===== src/hdl/pmc_defines.svh =====
`ifndef PMC_DEFINES_SVH
`define PMC_DEFINES_SVH
`define REG_CTRL 5'h00
`define REG_WAKE_EN 5'h04
`define REG_CLK_EN 5'h08
`define REG_STATUS 5'h0c
`define REG_IRQ_STAT 5'h10
`define REG_IRQ_MASK 5'h14
`define REG_RST_EN 5'h18
`define CTRL_RAM 0
`define CTRL_FAST 1
`define CTRL_AHB 2
`define CTRL_APB 3
`define CTRL_RESET 4'hc
`define CLK_EN_RESET 16'hffff
`define IRQ_WAKE 0
`define IRQ_SLEEP 1
`define PM3_WAKE_MASK 10'h01f
`define APB_WAKE_MASK 10'h380
`define RST_DELAY_US 10
`define CLK_MHZ 40
`define RST_DELAY_CYCLES (`RST_DELAY_US * `CLK_MHZ)
`endif


===== src/hdl/pmc_pkg.sv =====
package pmc_pkg;
  typedef enum logic [5:0] {
    ST_BOOT = 6'h01,
    ST_RUN0 = 6'h02,
    ST_RUN1 = 6'h04,
    ST_HALT2 = 6'h08,
    ST_STOP3 = 6'h10,
    ST_DEEP9 = 6'h20
  } mode_t;
  typedef struct packed {
    logic port_ext_b;
    logic port_ext_a;
    logic port_match;
    logic pin_wake;
    logic comparator0;
    logic regulator_low;
    logic supply_low;
    logic low_power_timer;
    logic rtc_osc_failure;
    logic rtc_alarm;
  } wake_src_t;
  typedef struct packed {
    logic core;
    logic ahb;
    logic apb;
    logic [15:0] periph;
  } clk_gate_t;
  typedef struct packed {
    clk_gate_t gate;
    logic ram_fetch;
    logic fast_osc_run;
    logic fast_osc_suspend;
    logic lowclk_sel;
    logic pins_low_power;
    logic std_ram_power;
    logic core_run;
    logic reset_req;
    logic irq;
  } pmc_out_t;
  typedef struct packed {
    mode_t mode;
    logic ret_ram;
    logic [15:0] dly;
    logic [9:0] sync1;
    logic [9:0] sync2;
    logic [3:0] ctrl;
    logic [9:0] wake_en;
    logic [15:0] clk_en;
    logic [9:0] rst_en;
    logic [1:0] irq_stat;
    logic [1:0] irq_mask;
    logic ack;
    logic [31:0] rdata;
    pmc_out_t o;
  } pmc_state_t;
endpackage


===== src/hdl/power_mode_controller.sv =====
`timescale 1ns/1ps
`default_nettype none
`include "pmc_defines.svh"
module power_mode_controller #(
  parameter int unsigned RST_DELAY_CYC = `RST_DELAY_CYCLES
) (
  input wire logic clk, // 40 MHz system clock
  input wire logic resetn, // Asynchronous reset, active low
  input wire logic [4:0] address, // Avalon byte address
  input wire logic read, // Avalon read
  input wire logic write, // Avalon write
  input wire logic [31:0] writedata, // Avalon write data
  input wire logic [3:0] byteenable, // Avalon byte lanes
  output logic [31:0] readdata, // Avalon read data
  output logic waitrequest, // Avalon wait
  input wire logic wait_for_interrupt_instr, // Core sleep pulse
  input wire logic wait_for_event_instr, // Core sleep pulse
  input wire logic core_deep_sleep_bit, // Core deep-sleep level
  input wire logic deepest_mode_select_bit, // Deepest mode select
  input wire pmc_pkg::wake_src_t wake_src, // Asynchronous wake events
  output pmc_pkg::clk_gate_t clk_gate, // Clock gate enables
  output logic ram_fetch, // Fetch from RAM
  output logic fast_osc_run, // Fast oscillator on
  output logic fast_osc_suspend, // Fast oscillator suspended
  output logic lowclk_sel, // Run on slow clock
  output logic pins_low_power, // Pins in low power
  output logic std_ram_power, // Ordinary RAM powered
  output logic core_run, // Core may execute
  output logic reset_req, // Wake reset request
  output logic irq // Level interrupt
);

  localparam pmc_pkg::pmc_state_t RESET_ST = '{
    mode: pmc_pkg::ST_BOOT,
    ctrl: `CTRL_RESET,
    clk_en: `CLK_EN_RESET,
    default: '0
  };

  pmc_pkg::pmc_state_t st;
  pmc_pkg::pmc_state_t next_st;

  logic access;
  logic wr;
  logic sleep_req;
  logic [9:0] wake_lvl;
  logic [9:0] wake_hit;
  logic [9:0] pm2_mask;
  logic pm2_wake;
  logic pm3_wake;
  logic [1:0] irq_set;
  logic [1:0] irq_clr;
  logic [31:0] rd_val;
  logic [31:0] wval;

  // Byte-lane merge of a write into a register image.
  function automatic logic [31:0] merge(
    input logic [31:0] old,
    input logic [31:0] data,
    input logic [3:0] be
  );
    logic [31:0] res;
    res = old;
    for (int i = 0; i < 4; i++) begin
      if (be[i]) begin
        res[8*i +: 8] = data[8*i +: 8];
      end
    end
    return res;
  endfunction

  function automatic logic hit(
    input logic [4:0] addr,
    input logic [4:0] off
  );
    return addr[4:2] == off[4:2];
  endfunction

  // Derives every gate and power control from the mode being entered.
  function automatic pmc_pkg::pmc_out_t decode(
    input pmc_pkg::mode_t mode,
    input logic [3:0] ctrl,
    input logic [15:0] clk_en
  );
    pmc_pkg::pmc_out_t o;
    o = '0;
    o.std_ram_power = 1'b1;
    o.fast_osc_run = 1'b1;
    unique case (mode)
      pmc_pkg::ST_BOOT: begin
        o.gate.ahb = 1'b1;
        o.gate.apb = 1'b1;
      end
      pmc_pkg::ST_RUN0: begin
        o.gate.core = 1'b1;
        o.gate.ahb = 1'b1;
        o.gate.apb = 1'b1;
        o.gate.periph = clk_en;
        o.core_run = 1'b1;
      end
      pmc_pkg::ST_RUN1: begin
        o.gate.core = 1'b1;
        o.gate.ahb = 1'b1;
        o.gate.apb = 1'b1;
        o.gate.periph = clk_en;
        o.ram_fetch = 1'b1;
        o.core_run = 1'b1;
      end
      pmc_pkg::ST_HALT2: begin
        o.gate.ahb = ctrl[`CTRL_AHB];
        o.gate.apb = ctrl[`CTRL_APB];
        o.gate.periph = clk_en;
      end
      pmc_pkg::ST_STOP3: begin
        // All bus clocks off, so the fast oscillator has no master left.
        o.fast_osc_run = 1'b0;
        o.fast_osc_suspend = 1'b1;
        o.lowclk_sel = ctrl[`CTRL_FAST];
      end
      pmc_pkg::ST_DEEP9: begin
        o.fast_osc_run = 1'b0;
        o.pins_low_power = 1'b1;
        // Retention RAM has its own supply and is not gated here.
        o.std_ram_power = 1'b0;
      end
    endcase
    return o;
  endfunction

  always_comb begin
    next_st = st;

    // Two-flop synchronisers on the asynchronous wake inputs.
    next_st.sync1 = wake_src;
    next_st.sync2 = st.sync1;
    wake_lvl = st.sync2;
    wake_hit = wake_lvl & st.wake_en;

    // Peripheral-bus sources only reach the core if that clock runs.
    pm2_mask = st.ctrl[`CTRL_APB] ? 10'h3ff : ~`APB_WAKE_MASK;
    pm2_wake = |(wake_hit & pm2_mask);
    pm3_wake = |(wake_hit & `PM3_WAKE_MASK);

    // Core sleep instructions come from the same clock domain.
    sleep_req = wait_for_interrupt_instr | wait_for_event_instr;

    // Bus: one wait cycle, then data and write strobe in the same cycle.
    access = (read | write) & ~st.ack;
    wr = write & st.ack;
    next_st.ack = access;

    rd_val = '0;
    if (hit(address, `REG_CTRL)) begin
      rd_val[3:0] = st.ctrl;
    end else if (hit(address, `REG_WAKE_EN)) begin
      rd_val[9:0] = st.wake_en;
    end else if (hit(address, `REG_CLK_EN)) begin
      rd_val[15:0] = st.clk_en;
    end else if (hit(address, `REG_STATUS)) begin
      rd_val[5:0] = st.mode;
      rd_val[8] = st.ret_ram;
      rd_val[25:16] = wake_lvl;
    end else if (hit(address, `REG_IRQ_STAT)) begin
      rd_val[1:0] = st.irq_stat;
    end else if (hit(address, `REG_IRQ_MASK)) begin
      rd_val[1:0] = st.irq_mask;
    end else if (hit(address, `REG_RST_EN)) begin
      rd_val[9:0] = st.rst_en;
    end
    if (access & read) begin
      next_st.rdata = rd_val;
    end

    irq_clr = '0;
    wval = '0;
    if (wr) begin
      if (hit(address, `REG_CTRL)) begin
        wval = merge({28'h0000000, st.ctrl}, writedata, byteenable);
        next_st.ctrl = wval[3:0];
      end else if (hit(address, `REG_WAKE_EN)) begin
        wval = merge({22'h000000, st.wake_en}, writedata, byteenable);
        next_st.wake_en = wval[9:0];
      end else if (hit(address, `REG_CLK_EN)) begin
        wval = merge({16'h0000, st.clk_en}, writedata, byteenable);
        next_st.clk_en = wval[15:0];
      end else if (hit(address, `REG_IRQ_STAT)) begin
        if (byteenable[0]) begin
          irq_clr = writedata[1:0];
        end
      end else if (hit(address, `REG_IRQ_MASK)) begin
        wval = merge({30'h00000000, st.irq_mask}, writedata, byteenable);
        next_st.irq_mask = wval[1:0];
      end else if (hit(address, `REG_RST_EN)) begin
        wval = merge({22'h000000, st.rst_en}, writedata, byteenable);
        next_st.rst_en = wval[9:0];
      end
    end

    irq_set = '0;
    next_st.dly = st.dly;
    unique case (st.mode)
      pmc_pkg::ST_BOOT: begin
        // Execution is held off for the reset release delay.
        if (st.dly >= 16'(RST_DELAY_CYC - 1)) begin
          next_st.mode = pmc_pkg::ST_RUN0;
          next_st.dly = '0;
        end else begin
          next_st.dly = st.dly + 16'h0001;
        end
      end
      pmc_pkg::ST_RUN0, pmc_pkg::ST_RUN1: begin
        if (sleep_req) begin
          next_st.ret_ram = (st.mode == pmc_pkg::ST_RUN1);
          irq_set[`IRQ_SLEEP] = 1'b1;
          // Selection bits are prepared by software before the sleep.
          if (core_deep_sleep_bit & deepest_mode_select_bit) begin
            next_st.mode = pmc_pkg::ST_DEEP9;
          end else if (core_deep_sleep_bit) begin
            next_st.mode = pmc_pkg::ST_STOP3;
          end else begin
            next_st.mode = pmc_pkg::ST_HALT2;
          end
        end else if (st.ctrl[`CTRL_RAM]) begin
          next_st.mode = pmc_pkg::ST_RUN1;
        end else begin
          next_st.mode = pmc_pkg::ST_RUN0;
        end
      end
      pmc_pkg::ST_HALT2: begin
        if (pm2_wake) begin
          irq_set[`IRQ_WAKE] = 1'b1;
          next_st.mode = st.ret_ram ? pmc_pkg::ST_RUN1 : pmc_pkg::ST_RUN0;
        end
      end
      pmc_pkg::ST_STOP3: begin
        if (pm3_wake) begin
          irq_set[`IRQ_WAKE] = 1'b1;
          next_st.mode = st.ret_ram ? pmc_pkg::ST_RUN1 : pmc_pkg::ST_RUN0;
        end
      end
      pmc_pkg::ST_DEEP9: begin
        // Only a reset leaves this mode; nothing here moves the state.
        next_st.mode = pmc_pkg::ST_DEEP9;
      end
    endcase

    // A hardware set in the same cycle as a clear wins.
    next_st.irq_stat = (st.irq_stat & ~irq_clr) | irq_set;

    next_st.o = decode(next_st.mode, next_st.ctrl, next_st.clk_en);
    next_st.o.reset_req = (st.mode == pmc_pkg::ST_DEEP9) && |(wake_lvl & st.rst_en);
    next_st.o.irq = |(next_st.irq_stat & next_st.irq_mask);
  end

  always_ff @(posedge clk or negedge resetn) begin
    if (!resetn) begin
      st <= RESET_ST;
    end else begin
      st <= next_st;
    end
  end

  assign waitrequest = (read | write) & ~st.ack;
  assign readdata = st.rdata;
  assign clk_gate = st.o.gate;
  assign ram_fetch = st.o.ram_fetch;
  assign fast_osc_run = st.o.fast_osc_run;
  assign fast_osc_suspend = st.o.fast_osc_suspend;
  assign lowclk_sel = st.o.lowclk_sel;
  assign pins_low_power = st.o.pins_low_power;
  assign std_ram_power = st.o.std_ram_power;
  assign core_run = st.o.core_run;
  assign reset_req = st.o.reset_req;
  assign irq = st.o.irq;

endmodule
`default_nettype wire


===== config.mk =====
export PLATFORM = sky130hd
export DESIGN_NAME = power_mode_controller
export DESIGN_NICKNAME = d
export VERILOG_FILES = /design/src/hdl/pmc_pkg.sv /design/src/hdl/power_mode_controller.sv
export VERILOG_INCLUDE_DIRS = /design/src /design/src/hdl
export SDC_FILE = /design/constraint.sdc
export NUM_CORES = 1
export LEC_CHECK = 0
export BUFFER_PORTS_ARGS = -buffer_cell sky130_fd_sc_hd__buf_2
export CORE_ASPECT_RATIO = 1.25
export CORE_MARGIN = 5
export CORE_UTILIZATION = 56
export CTS_CLUSTER_DIAMETER = 80
export CTS_CLUSTER_SIZE = 16
export DETAILED_ROUTE_END_ITERATION = 8
export PLACE_DENSITY_LB_ADDON = 0.08
export SLEW_MARGIN = 0
export SYNTH_ARGS = -nofsm -noshare
export SYNTH_HDL_FRONTEND = slang
export SYNTH_SLANG_ARGS = --single-unit
export TNS_END_PERCENT = 20

===== constraint.sdc =====
create_clock -name clk -period 2.84 [get_ports clk]
set_input_delay 0.284 -clock clk [delete_from_list [all_inputs] [get_ports clk]]
set_output_delay 0.284 -clock clk [all_outputs]
set_load 0.01 [all_outputs]

-- Word-level counts from Yosys, hierarchy flattened
Cells that the tools add are included.
- add/subtract/negate cells: 1
- $lt $le $gt $ge: 1
- eq/ne operators: 18
- muxes and demuxes: 70
- bitwise gates (word level): 19
- reduce and logical (&&, ||, !) cells: 17
- operator list (cell ; number):
    $mux W10 ; 11
    $mux W16 ; 4
    $mux W8 ; 6
    $mux W6 ; 7
    $mux W2 ; 20
    $mux W40 ; 1
    $mux W36 ; 1
    $and A10 B10 Y10 ; 3
    $pmux W6 S5 ; 1
    $mux W26 ; 1
    $mux W22 ; 1
    $reduce_or A10 Y1 ; 2
    $add A16 B1 Y16 const B ; 1
    $ge A16 B9 Y1 const B ; 1
    $reduce_and A8 Y1 ; 2
    $eq A6 B1 Y1 const B ; 2
    $eq A6 B2 Y1 const B ; 2
    $eq A6 B3 Y1 const B ; 2
    $eq A6 B4 Y1 const B ; 2
    $eq A6 B5 Y1 const B ; 2
    $eq A6 B6 Y1 const B ; 2
    $mux W4 ; 3
    $eq A3 B3 Y1 const B ; 3
    $mux W1 ; 9
    other kinds (20) ; 37
- register bits: 141
- input bits: 59

-- Logic depth before layout (Yosys ltp)
- depth after elaboration: 11
- gate-level depth with buffers: 9
- depth with buffers taken out: 6

-- Worst setup path before layout
No wires, ideal clock.
- path kind: register -> register
- start: reg st[142] (netlist name)
- end: reg st, in the netlist clk_gate[10]
- setup time: 0.136 ns
- data arrival time: 2.259 ns
- data required time: 2.704 ns
- path slack: 0.445 ns
- stages on the path, launching flop included: 9
- clock period less this slack: 2.395 ns
- cells stage by stage: dfstp_2 > buf_4 > nor2_1 > and2_1 > or4_4 > buf_6 > o311ai_4 > buf_6 > o41ai_2
- RTL lines (what ; line ; text):
    start, declared ; power_mode_controller.sv:40 ; pmc_pkg::pmc_state_t st;
    start signal, assigned ; power_mode_controller.sv:259 ; st <= next_st;

==> impl_metrics.csv <==
group,metric,value,unit
timing,finalClockSkew,0.0103,ns
timing,tns,0,ns
timing,worst_pin_slew,0.776,ns
floorplanning,rows,44,
synthesis,synthArstFlopShare,100,%
routing,antenna_left,0,
power,pwr-share-clk,33.8,%
synthesis,synth-seq-area-share,54.2,%
critical_path,critical_path_class,"reg -> reg",
synthesis,yosysTopAreaCell,"dfrtp_1",
routing,drcViolationCount,0,
routing,wl_per_cell,19.1,µm
critical_path,critical_path_arrival,2.73,ns
clock_network,clk_latency,0.42,ns
power,switching_share,33.0,%
clock_network,cts_resized,0,
clock_network,postCtsSetupBuffers,0,
job,max-cap-violations,0,
global_route,grt.overflow.total,0,
critical_path,cp_cell_sequence,"nor3_1 > and3_4 > or4_4 > o311ai_4 > buf_4 > o31ai_1",
finish,final_cells,775,
place,routabilityCongestion,0.860,
global_route,grt_start_max_net_pins,85,
timing,final.period_utilization,86.2,%
timing,final.min_clock_period,2.45,ns
timing,setup_ws,0.391,ns
routing,vias,4545,
place,dp_slack,0.426,ns
outcome,status,"complete, no violations",
place,post-place-cells,731,
critical_path,cp.depth,6,
global_route,grt_pass1_wl,23900,µm
synthesis,ys.flop_type,"dfrtp_1",
synthesis,syn_area_per_cell,11.6,µm²
timing,rsz0062_at_grt,"false",
critical_path,critPathBufInv,1,
clock_network,clockRootBuffer,"clkbuf_16",
floorplanning,dieWidth,107,µm
finish,diodes,0,
hold_path,hold_path_depth,2,
finish,drive_above_1_share,34.4,%
floorplanning,die_h,131,µm
clock_network,cts.clk_slew.worst_paths,0.06,ns
power,p_per_area,929,nW/µm²
critical_path,cp-start-kind,"flop",
critical_path,crit_path_max_fanout,19,
global_route,antenna_found_initial,0,
floorplanning,initial_core_util,56.7,%
synthesis,synth_edf_count,0,
place,dpl.hpwl,10300,µm
timing,max_slew_margin,48.3,%
clock_network,htreeDepth,4,
place,port_buffers,93,
synthesis,synth_common_cells,"122 x dfrtp_1, 55 x buf_4, 42 x mux2_2",
power,seqPwrFrac,38.6,%
critical_path,cp.required,3.12,ns
critical_path,cpMaxStageDelayCell,"dfrtp_1",
floorplanning,coreArea,11600,µm²
synthesis,synth-seq-cells,141,
global_route,grt_pass1_vias,4553,
finish,fin_nets,684,
routing,vias_per_cell,5.86,
power,ir_drop,0.612,mV
critical_path,rr_worst_depth,6,
place,placed_area,6790,µm²
critical_path,critPathMaxStageDelay,0.60,ns
global_route,grt_util_all_layers,22.3,%
routing,wirelength,14800,µm
clock_network,numCtsBuffers,17,
routing,drtPass1Iterations,4,
critical_path,end_kind,"flop",
power,p_int,0.00469,W
critical_path,critPathTopFamily,"simple AND/OR/NAND/NOR gates",
synthesis,yosys_warnings,0,
hold_path,min_path_type,"in -> reg",
synthesis,synth_most_common_cell,"dfrtp_1",
floorplanning,die_area,14000,µm²
timing,maxSlewViolCount,0,
timing,finalHoldViolCount,0,
finish,area_growth,14.9,%
synthesis,synth_top_area_share,46.6,%
power,p_leak,3.68,nW
synthesis,synthesis.area,6560,µm²
synthesis,yosysUniqueCellTypes,62,
floorplanning,ios,120,
clock_network,cts_tree,"done",
synthesis,synthTopCellsByArea,"dfrtp_1 47%, dfstp_2 7.6%, mux2_2 7.2%",
power,pwr-share-comb,27.6,%
timing,fmax,0.408,GHz
power,net-switching-power,0.00231,W
routing,drt_iter0_drc,324,
timing,setup_viol,0,
synthesis,netlist_instances,563,
clock_network,cts_sinks,141,
clock_network,clk_path_buf_depth,2,
finish,final_area,7540,µm²
==> per-stage QoR <==
step | total power (W) | utilization [%] | hold slack [ns]
after floorplan | 0.00430 | - | -0.0116
after global placement | 0.00459 | 58.7 | 0.332
after detailed placement | 0.00465 | 58.7 | 0.335
after global routing | 0.00735 | 65.2 | 0.104
after CTS | 0.00705 | 65.2 | 0.0719
final | 0.00700 | 65.2 | 0.0848
==> placed cells by master (no fill, tap or decap), types with 4 or more instances in the layout <==
cell type,n
a31oi_1,4
clkbuf_16,17
o21ai_0,23
o31ai_1,19
nand2_1,34
dlygate4sd3_1,11
nor3_1,14
inv_1,22
o41ai_2,9
clkinv_4,4
conb_1,6
a21o_1,5
nor2_1,36
nor4_1,6
o41ai_1,8
mux2i_1,12
and3_1,4
a22oi_1,7
buf_2,93
a21oi_1,10
bufinv_16,4
dfstp_2,19
nor2b_1,5
nand3_1,7
nand2b_1,4
buf_4,12
mux2_2,42
a22o_1,18
dfrtp_1,122
==> flip-flops by register name, indices dropped and copies added (netlist names) <==
name              cells
st                   68
readdata             26
clk_gate             18
next_st              10
wake_lvl             10
core_run              1
fast_osc_run          1
fast_osc_suspend      1
irq                   1
lowclk_sel            1
pins_low_power        1
ram_fetch             1
reset_req             1
std_ram_power         1
==> worst reg2reg max path, delay by kind of cell, from the launching register on <==
family / cells / cell delay, ns
AOI/OAI and AO/OA: 2 / 0.43
buffers and inverters: 1 / 0.32
DFF: 1 / 0.60
and+or+nand+nor: 3 / 0.98
==> final cells by class <==
type                       instances  area, µm²
fill                             907       4020
multi-input combinational        324       2400
clock inverter                    14        208
inverter                          22       82.6
clock buffer                      18        429
timing repair buffer             118        697
sequential                       141       3550
tap                              138        173
==> final timing paths <==
kind | from | to | slack (ns)
min in group asynchronous | resetn | readdata[24] | 0.49
hold / removal | deepest_mode_select_bit | std_ram_power | 0.08
max in group asynchronous | resetn | st[103] | 1.60
setup / recovery | st[144] | clk_gate[16] | 0.39
hold reg to reg | next_st[106] | wake_lvl[1] | 0.35
setup reg to reg | st[144] | clk_gate[16] | 0.39
==> what timing repair did <==
action,4_1_cts,5_1_grt
endpoints found under the setup margin,0,0
hold buffers,11,0
endpoints found under the hold margin,80,0
==> cell families after synthesis <==
group,count (synthesis),share of synthesized area [%]
compound gates,125,15.7
xor+xnor,5,0.668
fa+ha+maj,1,0.191
buf+inv,103,9.58
flops,141,54.2
mux,56,9.73
other cells,1,0.0572
simple gates,131,9.94
==> layer usage <==
layer | track usage, % | wire length [µm] | vias up | share of wire [%]
li1 | - | - | 2107 | -
met1 | 29.2 | 6300 | 2269 | 43
met2 | 37.9 | 7550 | 154 | 51
met3 | 4.23 | 797 | 15 | 5.4
met4 | 7.30 | 168 | 0 | 1.1
met5 | 0 | 0 | - | 0
==> power by group through the flow <==
| stage | sequential, W | combinational [W] | clock (W) |
|---|---|---|---|
| 5_1_grt | 0.00275 | 0.00211 | 0.00249 |
| 3_3_place_gp | 0.00272 | 0.00187 | 0 |
| 6_report | 0.00270 | 0.00193 | 0.00237 |
| 3_5_place_dp | 0.00273 | 0.00192 | 0 |
| 2_1_floorplan | 0.00263 | 0.00167 | 0 |
| 4_1_cts | 0.00270 | 0.00194 | 0.00241 |
No activity file was read; power rests on OpenSTA's default activity.
